### src/hw/scsi_sense_pkg.sv
// constants for the unit attention and aborted command sense logic
package scsi_sense_pkg;
  localparam int N_INIT = 8;
  localparam logic [3:0] KEY_NONE = 4'h0;
  localparam logic [3:0] KEY_UA = 4'h6;
  localparam logic [3:0] KEY_ABORT = 4'hb;
  localparam logic [7:0] ASC_NONE = 8'h00;
  localparam logic [7:0] ASC_RESET = 8'h29;
  localparam logic [7:0] ASCQ_RESET = 8'h00;
  localparam logic [7:0] ASC_UCODE = 8'h3f;
  localparam logic [7:0] ASCQ_UCODE = 8'h01;
  localparam logic [7:0] ASC_DOOR = 8'h28;
  localparam logic [7:0] ASCQ_DOOR = 8'h00;
  localparam logic [7:0] ASC_MANUAL = 8'h04;
  localparam logic [7:0] ASCQ_MANUAL = 8'h89;
  localparam logic [7:0] ASC_MODE = 8'h2a;
  localparam logic [7:0] ASCQ_MODE = 8'h01;
  localparam logic [7:0] ASC_MSG_TIME = 8'h43;
  localparam logic [7:0] ASC_FAULT = 8'h44;
  localparam logic [7:0] ASC_PARITY = 8'h47;
  localparam logic [7:0] ASC_IDE = 8'h48;
  localparam logic [7:0] ASC_MOTION = 8'h4e;
  localparam logic [7:0] ASCQ_ZERO = 8'h00;
  localparam logic [7:0] OP_REQ_SENSE = 8'h03;
  localparam logic [7:0] OP_INQUIRY = 8'h12;
  localparam logic [7:0] OP_MODE_SENSE = 8'h1a;
  typedef enum logic [1:0] {RESP_EXEC, RESP_CHECK, RESP_SENSE} resp_kind_e;
endpackage

### src/hw/sense_slot_if.sv
// per-initiator sense slot bus between controller and slots
`timescale 1ns/10ps
`default_nettype none
interface sense_slot_if #(parameter int N = 8);
  logic [N-1:0] ua_post;
  logic [7:0] ua_asc;
  logic [7:0] ua_ascq;
  logic [N-1:0] ua_clr;
  logic [N-1:0] ua_mark;
  logic [N-1:0] ab_post;
  logic [7:0] ab_asc;
  logic [7:0] ab_ascq;
  logic [N-1:0] ab_clr;
  wire [N-1:0] ua_pend;
  wire [N-1:0] ua_rep;
  wire [N-1:0][7:0] ua_asc_q;
  wire [N-1:0][7:0] ua_ascq_q;
  wire [N-1:0] ab_pend;
  wire [N-1:0][7:0] ab_asc_q;
  wire [N-1:0][7:0] ab_ascq_q;
  modport ctl (output ua_post, ua_asc, ua_ascq, ua_clr, ua_mark, ab_post, ab_asc,
    ab_ascq, ab_clr, input ua_pend, ua_rep, ua_asc_q, ua_ascq_q, ab_pend, ab_asc_q,
    ab_ascq_q);
  modport slot (input ua_post, ua_asc, ua_ascq, ua_clr, ua_mark, ab_post, ab_asc,
    ab_ascq, ab_clr, output ua_pend, ua_rep, ua_asc_q, ua_ascq_q, ab_pend, ab_asc_q,
    ab_ascq_q);
endinterface // sense_slot_if
`default_nettype wire

### src/hw/scsi_ua_sense.sv
// target sense-condition controller: unit attention and aborted command
`timescale 1ns/10ps
`default_nettype none
module scsi_ua_sense #(
  parameter int N_INIT = scsi_sense_pkg::N_INIT,
  parameter int IW = $clog2(N_INIT)
) (
  input wire logic clk_sys,
  input wire logic rstn,
  input wire logic bus_reset_pin,
  input wire logic door_open_pin,
  input wire logic manual_pin,
  input wire logic diag_pin,
  input wire logic bdr_stb,
  input wire logic ucode_stb,
  input wire logic mode_sel_stb,
  input wire logic [IW-1:0] mode_sel_init,
  input wire logic cmd_valid,
  input wire logic [IW-1:0] cmd_init,
  input wire logic [7:0] cmd_opcode,
  input wire logic [IW-1:0] evt_init,
  input wire logic abort_msg,
  input wire logic msg_bad_time,
  input wire logic msg_err_late,
  input wire logic fault_stb,
  input wire logic [7:0] fault_where,
  input wire logic parity_nomsg,
  input wire logic rdp_rej_parity,
  input wire logic ide_bad_time,
  input wire logic rdp_rej_ide,
  input wire logic motion_start,
  input wire logic [IW-1:0] motion_init,
  input wire logic motion_done,
  output var logic resp_valid,
  output var scsi_sense_pkg::resp_kind_e resp_kind,
  output var logic [3:0] resp_key,
  output var logic [7:0] resp_asc,
  output var logic [7:0] resp_ascq,
  output var logic motion_abort
);

  ////////////////////////////////////////////////////////////////////////
  // reset release and pin synchronisers
  logic [1:0] rst_sync_reg;
  logic rst_n;
  logic [3:0] pin_meta_reg;
  logic [3:0] pin_sync_reg;
  logic [3:0] pin_prev_reg;
  logic por_pend_reg;
  logic door_seen_reg;

  always_ff @(posedge clk_sys or negedge rstn)
  begin
    if (!rstn)
      rst_sync_reg <= 2'h0;
    else
      rst_sync_reg <= {rst_sync_reg[0], 1'b1};
  end
  assign rst_n = rst_sync_reg[1];

  always_ff @(posedge clk_sys or negedge rst_n)
  begin
    if (!rst_n)
    begin
      pin_meta_reg <= 4'h0;
      pin_sync_reg <= 4'h0;
      pin_prev_reg <= 4'h0;
    end
    else
    begin
      pin_meta_reg <= {diag_pin, manual_pin, door_open_pin, bus_reset_pin};
      pin_sync_reg <= pin_meta_reg;
      pin_prev_reg <= pin_sync_reg;
    end
  end

  // power-on condition posted once after release
  always_ff @(posedge clk_sys or negedge rst_n)
  begin
    if (!rst_n)
      por_pend_reg <= 1'b1;
    else
      por_pend_reg <= 1'b0;
  end

  logic bus_rst_edge;
  logic door_closed_edge;
  logic maint_edge;
  assign bus_rst_edge = pin_sync_reg[0] & ~pin_prev_reg[0];
  assign door_closed_edge = ~pin_sync_reg[1] & pin_prev_reg[1] & door_seen_reg;
  assign maint_edge = (pin_sync_reg[2] | pin_sync_reg[3])
    & ~(pin_prev_reg[2] | pin_prev_reg[3]);

  always_ff @(posedge clk_sys or negedge rst_n)
  begin
    if (!rst_n)
      door_seen_reg <= 1'b0;
    else if (pin_sync_reg[1])
      door_seen_reg <= 1'b1;
    else if (door_closed_edge)
      door_seen_reg <= 1'b0;
  end

  ////////////////////////////////////////////////////////////////////////
  // slots
  sense_slot_if #(.N(N_INIT)) sb ();

  for (genvar g = 0; g < N_INIT; g++)
  begin : g_slot
    ua_slot #(.IDX(g)) u_ua (
      .clk_sys(clk_sys),
      .rst_n(rst_n),
      .s(sb.slot)
    );
    abort_slot #(.IDX(g)) u_ab (
      .clk_sys(clk_sys),
      .rst_n(rst_n),
      .s(sb.slot)
    );
  end

  ////////////////////////////////////////////////////////////////////////
  // attention posting, fixed priority when events coincide
  logic reset_evt;
  logic [N_INIT-1:0] all_init;
  logic [N_INIT-1:0] mode_others;
  assign reset_evt = por_pend_reg | bus_rst_edge | bdr_stb;
  assign all_init = {N_INIT{1'b1}};
  assign mode_others = ~(N_INIT'(1) << mode_sel_init);

  always_comb
  begin
    sb.ua_post = '0;
    sb.ua_asc = scsi_sense_pkg::ASC_NONE;
    sb.ua_ascq = scsi_sense_pkg::ASCQ_ZERO;
    if (reset_evt)
    begin
      sb.ua_post = all_init;
      sb.ua_asc = scsi_sense_pkg::ASC_RESET;
      sb.ua_ascq = scsi_sense_pkg::ASCQ_RESET;
    end
    else if (ucode_stb)
    begin
      sb.ua_post = all_init;
      sb.ua_asc = scsi_sense_pkg::ASC_UCODE;
      sb.ua_ascq = scsi_sense_pkg::ASCQ_UCODE;
    end
    else if (door_closed_edge)
    begin
      sb.ua_post = all_init;
      sb.ua_asc = scsi_sense_pkg::ASC_DOOR;
      sb.ua_ascq = scsi_sense_pkg::ASCQ_DOOR;
    end
    else if (maint_edge)
    begin
      sb.ua_post = all_init;
      sb.ua_asc = scsi_sense_pkg::ASC_MANUAL;
      sb.ua_ascq = scsi_sense_pkg::ASCQ_MANUAL;
    end
    else if (mode_sel_stb)
    begin
      sb.ua_post = mode_others;
      sb.ua_asc = scsi_sense_pkg::ASC_MODE;
      sb.ua_ascq = scsi_sense_pkg::ASCQ_MODE;
    end
  end

  ////////////////////////////////////////////////////////////////////////
  // motion ownership
  logic motion_busy_reg;
  logic [IW-1:0] motion_owner_reg;
  logic motion_clash;
  assign motion_clash = cmd_valid & motion_busy_reg & (cmd_init == motion_owner_reg);

  always_ff @(posedge clk_sys or negedge rst_n)
  begin
    if (!rst_n)
    begin
      motion_busy_reg <= 1'b0;
      motion_owner_reg <= '0;
    end
    else if (motion_clash | motion_done)
      motion_busy_reg <= 1'b0;
    else if (motion_start)
    begin
      motion_busy_reg <= 1'b1;
      motion_owner_reg <= motion_init;
    end
  end

  ////////////////////////////////////////////////////////////////////////
  // aborted command sense selection
  logic ab_evt;
  logic [N_INIT-1:0] evt_sel;
  logic [N_INIT-1:0] cmd_sel;
  assign evt_sel = N_INIT'(1) << evt_init;
  assign cmd_sel = N_INIT'(1) << cmd_init;
  assign ab_evt = abort_msg | msg_bad_time | msg_err_late | fault_stb
    | parity_nomsg | rdp_rej_parity | ide_bad_time | rdp_rej_ide;

  always_comb
  begin
    sb.ab_post = '0;
    sb.ab_asc = scsi_sense_pkg::ASC_NONE;
    sb.ab_ascq = scsi_sense_pkg::ASCQ_ZERO;
    if (motion_clash)
    begin
      sb.ab_post = cmd_sel;
      sb.ab_asc = scsi_sense_pkg::ASC_MOTION;
    end
    else if (ab_evt)
    begin
      sb.ab_post = evt_sel;
      if (fault_stb)
      begin
        sb.ab_asc = scsi_sense_pkg::ASC_FAULT;
        sb.ab_ascq = fault_where;
      end
      else if (parity_nomsg | rdp_rej_parity)
        sb.ab_asc = scsi_sense_pkg::ASC_PARITY;
      else if (ide_bad_time | rdp_rej_ide)
        sb.ab_asc = scsi_sense_pkg::ASC_IDE;
      else if (msg_bad_time | msg_err_late)
        sb.ab_asc = scsi_sense_pkg::ASC_MSG_TIME;
    end
  end

  ////////////////////////////////////////////////////////////////////////
  // command decision
  logic ua_p;
  logic ua_r;
  logic is_rs;
  logic is_inq;
  assign ua_p = sb.ua_pend[cmd_init];
  assign ua_r = sb.ua_rep[cmd_init];
  assign is_rs = cmd_opcode == scsi_sense_pkg::OP_REQ_SENSE;
  assign is_inq = cmd_opcode == scsi_sense_pkg::OP_INQUIRY;

  always_comb
  begin
    sb.ua_clr = '0;
    sb.ua_mark = '0;
    sb.ab_clr = '0;
    if (cmd_valid & ~motion_clash)
    begin
      if (is_rs & ua_p)
        sb.ua_clr = cmd_sel;
      else if (is_rs)
        sb.ab_clr = cmd_sel;
      else if (ua_p & ~is_inq & ~ua_r)
        sb.ua_mark = cmd_sel;
      else if (ua_p & ~is_inq)
        sb.ua_clr = cmd_sel;
    end
  end

  logic resp_valid_reg;
  scsi_sense_pkg::resp_kind_e resp_kind_reg;
  logic [3:0] resp_key_reg;
  logic [7:0] resp_asc_reg;
  logic [7:0] resp_ascq_reg;
  logic motion_abort_reg;

  always_ff @(posedge clk_sys or negedge rst_n)
  begin
    if (!rst_n)
    begin
      resp_valid_reg <= 1'b0;
      resp_kind_reg <= scsi_sense_pkg::RESP_EXEC;
      resp_key_reg <= scsi_sense_pkg::KEY_NONE;
      resp_asc_reg <= scsi_sense_pkg::ASC_NONE;
      resp_ascq_reg <= scsi_sense_pkg::ASCQ_ZERO;
    end
    else
    begin
      resp_valid_reg <= cmd_valid;
      resp_key_reg <= scsi_sense_pkg::KEY_NONE;
      resp_asc_reg <= scsi_sense_pkg::ASC_NONE;
      resp_ascq_reg <= scsi_sense_pkg::ASCQ_ZERO;
      resp_kind_reg <= scsi_sense_pkg::RESP_EXEC;
      if (motion_clash)
      begin
        resp_kind_reg <= scsi_sense_pkg::RESP_CHECK;
        resp_key_reg <= scsi_sense_pkg::KEY_ABORT;
        resp_asc_reg <= scsi_sense_pkg::ASC_MOTION;
      end
      else if (is_rs & ua_p)
      begin
        resp_kind_reg <= scsi_sense_pkg::RESP_SENSE;
        resp_key_reg <= scsi_sense_pkg::KEY_UA;
        resp_asc_reg <= sb.ua_asc_q[cmd_init];
        resp_ascq_reg <= sb.ua_ascq_q[cmd_init];
      end
      else if (is_rs)
      begin
        resp_kind_reg <= scsi_sense_pkg::RESP_SENSE;
        if (sb.ab_pend[cmd_init])
        begin
          resp_key_reg <= scsi_sense_pkg::KEY_ABORT;
          resp_asc_reg <= sb.ab_asc_q[cmd_init];
          resp_ascq_reg <= sb.ab_ascq_q[cmd_init];
        end
      end
      else if (ua_p & ~is_inq & ~ua_r)
      begin
        resp_kind_reg <= scsi_sense_pkg::RESP_CHECK;
        resp_key_reg <= scsi_sense_pkg::KEY_UA;
      end
    end
  end

  always_ff @(posedge clk_sys or negedge rst_n)
  begin
    if (!rst_n)
      motion_abort_reg <= 1'b0;
    else
      motion_abort_reg <= motion_clash;
  end

  assign resp_valid = resp_valid_reg;
  assign resp_kind = resp_kind_reg;
  assign resp_key = resp_key_reg;
  assign resp_asc = resp_asc_reg;
  assign resp_ascq = resp_ascq_reg;
  assign motion_abort = motion_abort_reg;
endmodule // scsi_ua_sense
`default_nettype wire

### src/hw/ua_slot.sv
// one initiator's unit attention slot
`timescale 1ns/10ps
`default_nettype none
module ua_slot #(parameter int IDX = 0) (
  input wire logic clk_sys,
  input wire logic rst_n,
  sense_slot_if.slot s
);
  logic pend_reg;
  logic rep_reg;
  logic [7:0] asc_reg;
  logic [7:0] ascq_reg;

  // newest post overwrites, and wins over a clear
  always_ff @(posedge clk_sys or negedge rst_n)
  begin
    if (!rst_n)
    begin
      pend_reg <= 1'b0;
      rep_reg <= 1'b0;
      asc_reg <= scsi_sense_pkg::ASC_NONE;
      ascq_reg <= scsi_sense_pkg::ASCQ_ZERO;
    end
    else if (s.ua_post[IDX])
    begin
      pend_reg <= 1'b1;
      rep_reg <= 1'b0;
      asc_reg <= s.ua_asc;
      ascq_reg <= s.ua_ascq;
    end
    else if (s.ua_clr[IDX])
    begin
      pend_reg <= 1'b0;
      rep_reg <= 1'b0;
    end
    else if (s.ua_mark[IDX])
      rep_reg <= pend_reg;
  end

  assign s.ua_pend[IDX] = pend_reg;
  assign s.ua_rep[IDX] = rep_reg;
  assign s.ua_asc_q[IDX] = asc_reg;
  assign s.ua_ascq_q[IDX] = ascq_reg;
endmodule // ua_slot
`default_nettype wire

### src/hw/abort_slot.sv
// one initiator's aborted command sense slot
`timescale 1ns/10ps
`default_nettype none
module abort_slot #(parameter int IDX = 0) (
  input wire logic clk_sys,
  input wire logic rst_n,
  sense_slot_if.slot s
);
  logic pend_reg;
  logic [7:0] asc_reg;
  logic [7:0] ascq_reg;

  always_ff @(posedge clk_sys or negedge rst_n)
  begin
    if (!rst_n)
    begin
      pend_reg <= 1'b0;
      asc_reg <= scsi_sense_pkg::ASC_NONE;
      ascq_reg <= scsi_sense_pkg::ASCQ_ZERO;
    end
    else if (s.ab_post[IDX])
    begin
      pend_reg <= 1'b1;
      asc_reg <= s.ab_asc;
      ascq_reg <= s.ab_ascq;
    end
    else if (s.ab_clr[IDX])
      pend_reg <= 1'b0;
  end

  assign s.ab_pend[IDX] = pend_reg;
  assign s.ab_asc_q[IDX] = asc_reg;
  assign s.ab_ascq_q[IDX] = ascq_reg;
endmodule // abort_slot
`default_nettype wire

### config.mk
export PLATFORM = sky130hd
export DESIGN_NAME = scsi_ua_sense
export DESIGN_NICKNAME = d
export VERILOG_FILES = /design/src/hw/scsi_sense_pkg.sv /design/src/hw/sense_slot_if.sv /design/src/hw/scsi_ua_sense.sv /design/src/hw/ua_slot.sv /design/src/hw/abort_slot.sv
export SDC_FILE = /design/constraint.sdc
export NUM_CORES = 1
export LEC_CHECK = 0
export BUFFER_PORTS_ARGS = -buffer_cell sky130_fd_sc_hd__buf_4
export CELL_PAD_IN_SITES_DETAIL_PLACEMENT = 1
export CELL_PAD_IN_SITES_GLOBAL_PLACEMENT = 2
export CORE_MARGIN = 2
export CORE_UTILIZATION = 46
export DETAILED_ROUTE_END_ITERATION = 8
export HOLD_SLACK_MARGIN = 0.1
export PLACE_DENSITY_LB_ADDON = 0.15
export SYNTH_ARGS = -nofsm -noshare
export SYNTH_HDL_FRONTEND = slang
export SYNTH_SLANG_ARGS = --single-unit
### constraint.sdc
create_clock -name clk_sys -period 19 [get_ports clk_sys]
set_clock_uncertainty 0.2 [all_clocks]
set_input_delay 3.8 -clock clk_sys [delete_from_list [all_inputs] [get_ports clk_sys]]
set_output_delay 3.8 -clock clk_sys [all_outputs]
set_load 0.02 [all_outputs]
==> impl_metrics.py <==
metrics = {
    "status": {
        "outcome": "completed",
    },
    "floorplanning": {
        "die_w_um": 153.3,
        "die_h_um": 153.3,
        "die_area_um2": 23500,
        "ios": 72,
        "start_util_pct": 46.99,
        "core_area_um2": 21820,
        "row_count": 54,
    },
    "synthesis": {
        "synth_cell_type_count": 67,
        "synth_async_sr_flop_share_pct": 100.0,
        "syn_avg_cell_area_um2": 13.30,
        "ys.flop_type": "dfrtp_1",
        "synth_compound_area_share_pct": 12.30,
        "synth_fa_ha_area_share_pct": 0,
        "yosysTopAreaCell": "dfrtp_1",
        "synth_seq_cells": 226,
        "synth_most_common_cell": "dfrtp_1",
        "synth_top_family_by_area": "multiplexers",
        "synth_simple_gate_area_share_pct": 7.101,
        "synth_common_cells": "dfrtp_1, mux2_2, mux4_2",
        "synth_xor_xnor_area_share_pct": 0.3416,
        "muxShareOfSynthArea_pct": 21.30,
        "yosysWarnings": 0,
        "ys_top_cells_by_area": "dfrtp_1, mux4_2, mux2_2",
        "ys_seq_area_share_pct": 55.16,
        "netlist_instances": 771,
        "yosysTopAreaCellShare_pct": 54.90,
        "synth_edf_count": 0,
        "netlist_area_um2": 10250,
    },
    "setup_path": {
        "rrSetupSlack_ps": 15750,
        "worstPathArrival_ps": 6970,
        "start_kind": "input port",
        "worst_ep_required_time_ps": 19200,
        "worst_r2r_path_depth": 7,
        "crit_type": "input port to register",
        "endpoint_kind": "register",
        "cp_max_fo": 54,
        "r2r_start": "motion_owner_reg[0]",
        "regToRegEndpoint": "g_slot[6].u_ab.ascq_reg[0]",
    },
    "drt": {
        "wl_per_cell_um": 24.21,
        "postRouteAntennaNets": 0,
        "drt_iter0_markers": 407,
        "route.vias.total": 6712,
        "wl_met2_mm": 13.24,
        "top_layer_used": "met4",
        "met3_wirelength_mm": 1.464,
        "drcViolationCount": 0,
        "wl_met1_mm": 11.77,
        "drtPass1Iterations": 4,
        "routed_wl_mm": 27.11,
        "routed_via_density": 5.993,
    },
    "timing": {
        "slew_headroom_pct": 27.84,
        "rsz0062_at_grt": "no",
        "slew_viol_final": 0,
        "hold_violations": 0,
        "layout_worst_path_cycle_share_pct": 35.64,
        "tightest_slew_ps": 1082,
        "finalSetupViolCount": 0,
        "fin_tns_setup_ps": 0,
        "clock.fmax_mhz": 147.7,
        "min_period_ps": 6771,
        "worst_slack_ps": 12230,
    },
    "place": {
        "hpwl_mm": 17.88,
        "post_dp_cell_area_um2": 10970,
        "io_buffers": 70,
        "gp_congestion": 0.8093,
        "place_ws_ps": 11660,
    },
    "clock_network": {
        "cts.sinks": 226,
        "cts_setup_buffers": 0,
        "cts_resized": 0,
        "clock_path_buffers": 3,
        "htreeDepth": 1,
        "insertion_delay_ps": 520,
        "root_buffer": "clkbuf_16",
        "cts_tree": "done",
        "cts_made_buffers": 24,
        "postCtsHoldBufs": 0,
        "clkSlewWorstSetupHoldPaths_ps": 60,
    },
    "min_path": {
        "min_to": "pin_sync_reg[2]",
        "whs_path_depth": 0,
        "hold_class": "register to register",
        "hold_start": "pin_meta_reg[2]",
    },
    "final_layout": {
        "fin_area_um2": 11750,
        "n_antenna_cell": 0,
        "nets": 870,
        "syn2layout_area_growth_pct": 14.53,
        "largest_reg_flops": 64,
        "drive_above_1_share_pct": 30.71,
    },
    "grt": {
        "antenna_found_initial": 0,
        "grt_max_degree": 81,
        "grt_pass1_wl_mm": 43.28,
        "grt_use_total_pct": 23.51,
        "grt-ovfl-total": 0,
        "grt_pass1_vias": 7483,
    },
    "flow_run": {
        "max_cap_viol_count": 0,
    },
    "power_and_ir_drop": {
        "power_w": 0.001161,
        "vdd_ir_drop_max_uv": 75.84,
        "power_leakage_nw": 5.370,
        "power.density_nw_per_um2": 98.83,
    },
}
-- final cells by class --
class / count / area, µm²
clock inverters: 6 / 55.05
multi-input cells: 459 / 4245
repair buffers: 78 / 585.6
flip-flops and latches: 226 / 5660
inverters: 33 / 123.9
fillers: 2166 / 10080
clock buffers: 38 / 724.4
well taps: 280 / 350.3
-- placed cells by master, fill, tap and decap left out, types with 6 or more instances in the layout --
| master | instances |
|---|---|
| o21ai_0 | 11 |
| buf_4 | 78 |
| a22oi_1 | 8 |
| clkbuf_1 | 8 |
| or3_1 | 6 |
| dfrtp_1 | 224 |
| nor3_1 | 15 |
| nand2b_1 | 6 |
| nor2b_1 | 7 |
| a2bb2oi_1 | 12 |
| nand3_1 | 13 |
| mux2_4 | 10 |
| a21oi_1 | 22 |
| a21o_1 | 41 |
| o31ai_1 | 8 |
| mux4_2 | 42 |
| mux2_2 | 73 |
| nand2_1 | 22 |
| nor2_1 | 28 |
| a211oi_1 | 8 |
| clkbuf_16 | 25 |
| a31oi_1 | 6 |
| o21a_1 | 9 |
| mux2i_1 | 21 |
| and3_1 | 10 |
| inv_1 | 32 |
-- cell families (layout without fill, tap and decap cells) --
logic type,Yosys count,count (layout)
simple gates,135,135
flops,226,226
xor+xnor,4,4
compound gates,166,166
mux,151,151
other cells,2,3
buf+inv,87,155
-- per-stage QoR --
step                      utilization, %  hold slack (ps)  cells
after floorplan                        -            131.2    772
after global placement             50.25            132.1   1076
after detailed placement           50.25            136.3   1076
after CTS                          53.82            150.4   1120
after global routing               53.82            154.3   1120
final                              53.82            150.2   1120
-- worst max-delay path: stages --
cell and delay (ps):
buf_4 630, xnor2_1 220, nand4_2 120, buf_4 280
inv_2 480, nor3_1 240, a31oi_2 740, mux2_2 420
-- power by group --
| part | switching (W) | leakage [nW] | internal, W |
|---|---|---|---|
| Combinational | 0.0000687 | 2.26 | 0.0000729 |
| Sequential | 0.0000290 | 2.73 | 0.000526 |
| Clock | 0.000190 | 0.387 | 0.000274 |
| Total | 0.000288 | 5.37 | 0.000873 |
-- metal layers --
metal  track usage (%)  vias up
met4             6.702        0
met1             32.28     3542
met3             4.253       47
met2             38.65      167
met5                 0        -
li1                  -     2956
-- worst max path at each step --
| stage | start | to | slack [ps] | cells past startpoint |
|---|---|---|---|---|
| 2_1_floorplan | rst_sync_reg[1] | door_seen_reg | 12040 | 0 |
| 3_3_place_gp | cmd_init[1] | g_slot[6].u_ab.ascq_reg[4] | 11740 | 8 |
| 3_5_place_dp | cmd_init[1] | g_slot[6].u_ab.ascq_reg[1] | 11660 | 8 |
| 4_1_cts | cmd_init[1] | g_slot[6].u_ab.ascq_reg[1] | 12220 | 8 |
| 5_1_grt | cmd_init[1] | g_slot[6].u_ab.ascq_reg[0] | 11970 | 8 |
| 6_report | cmd_init[1] | g_slot[6].u_ab.ascq_reg[0] | 12230 | 8 |
No activity file was read; power rests on OpenSTA's default activity.
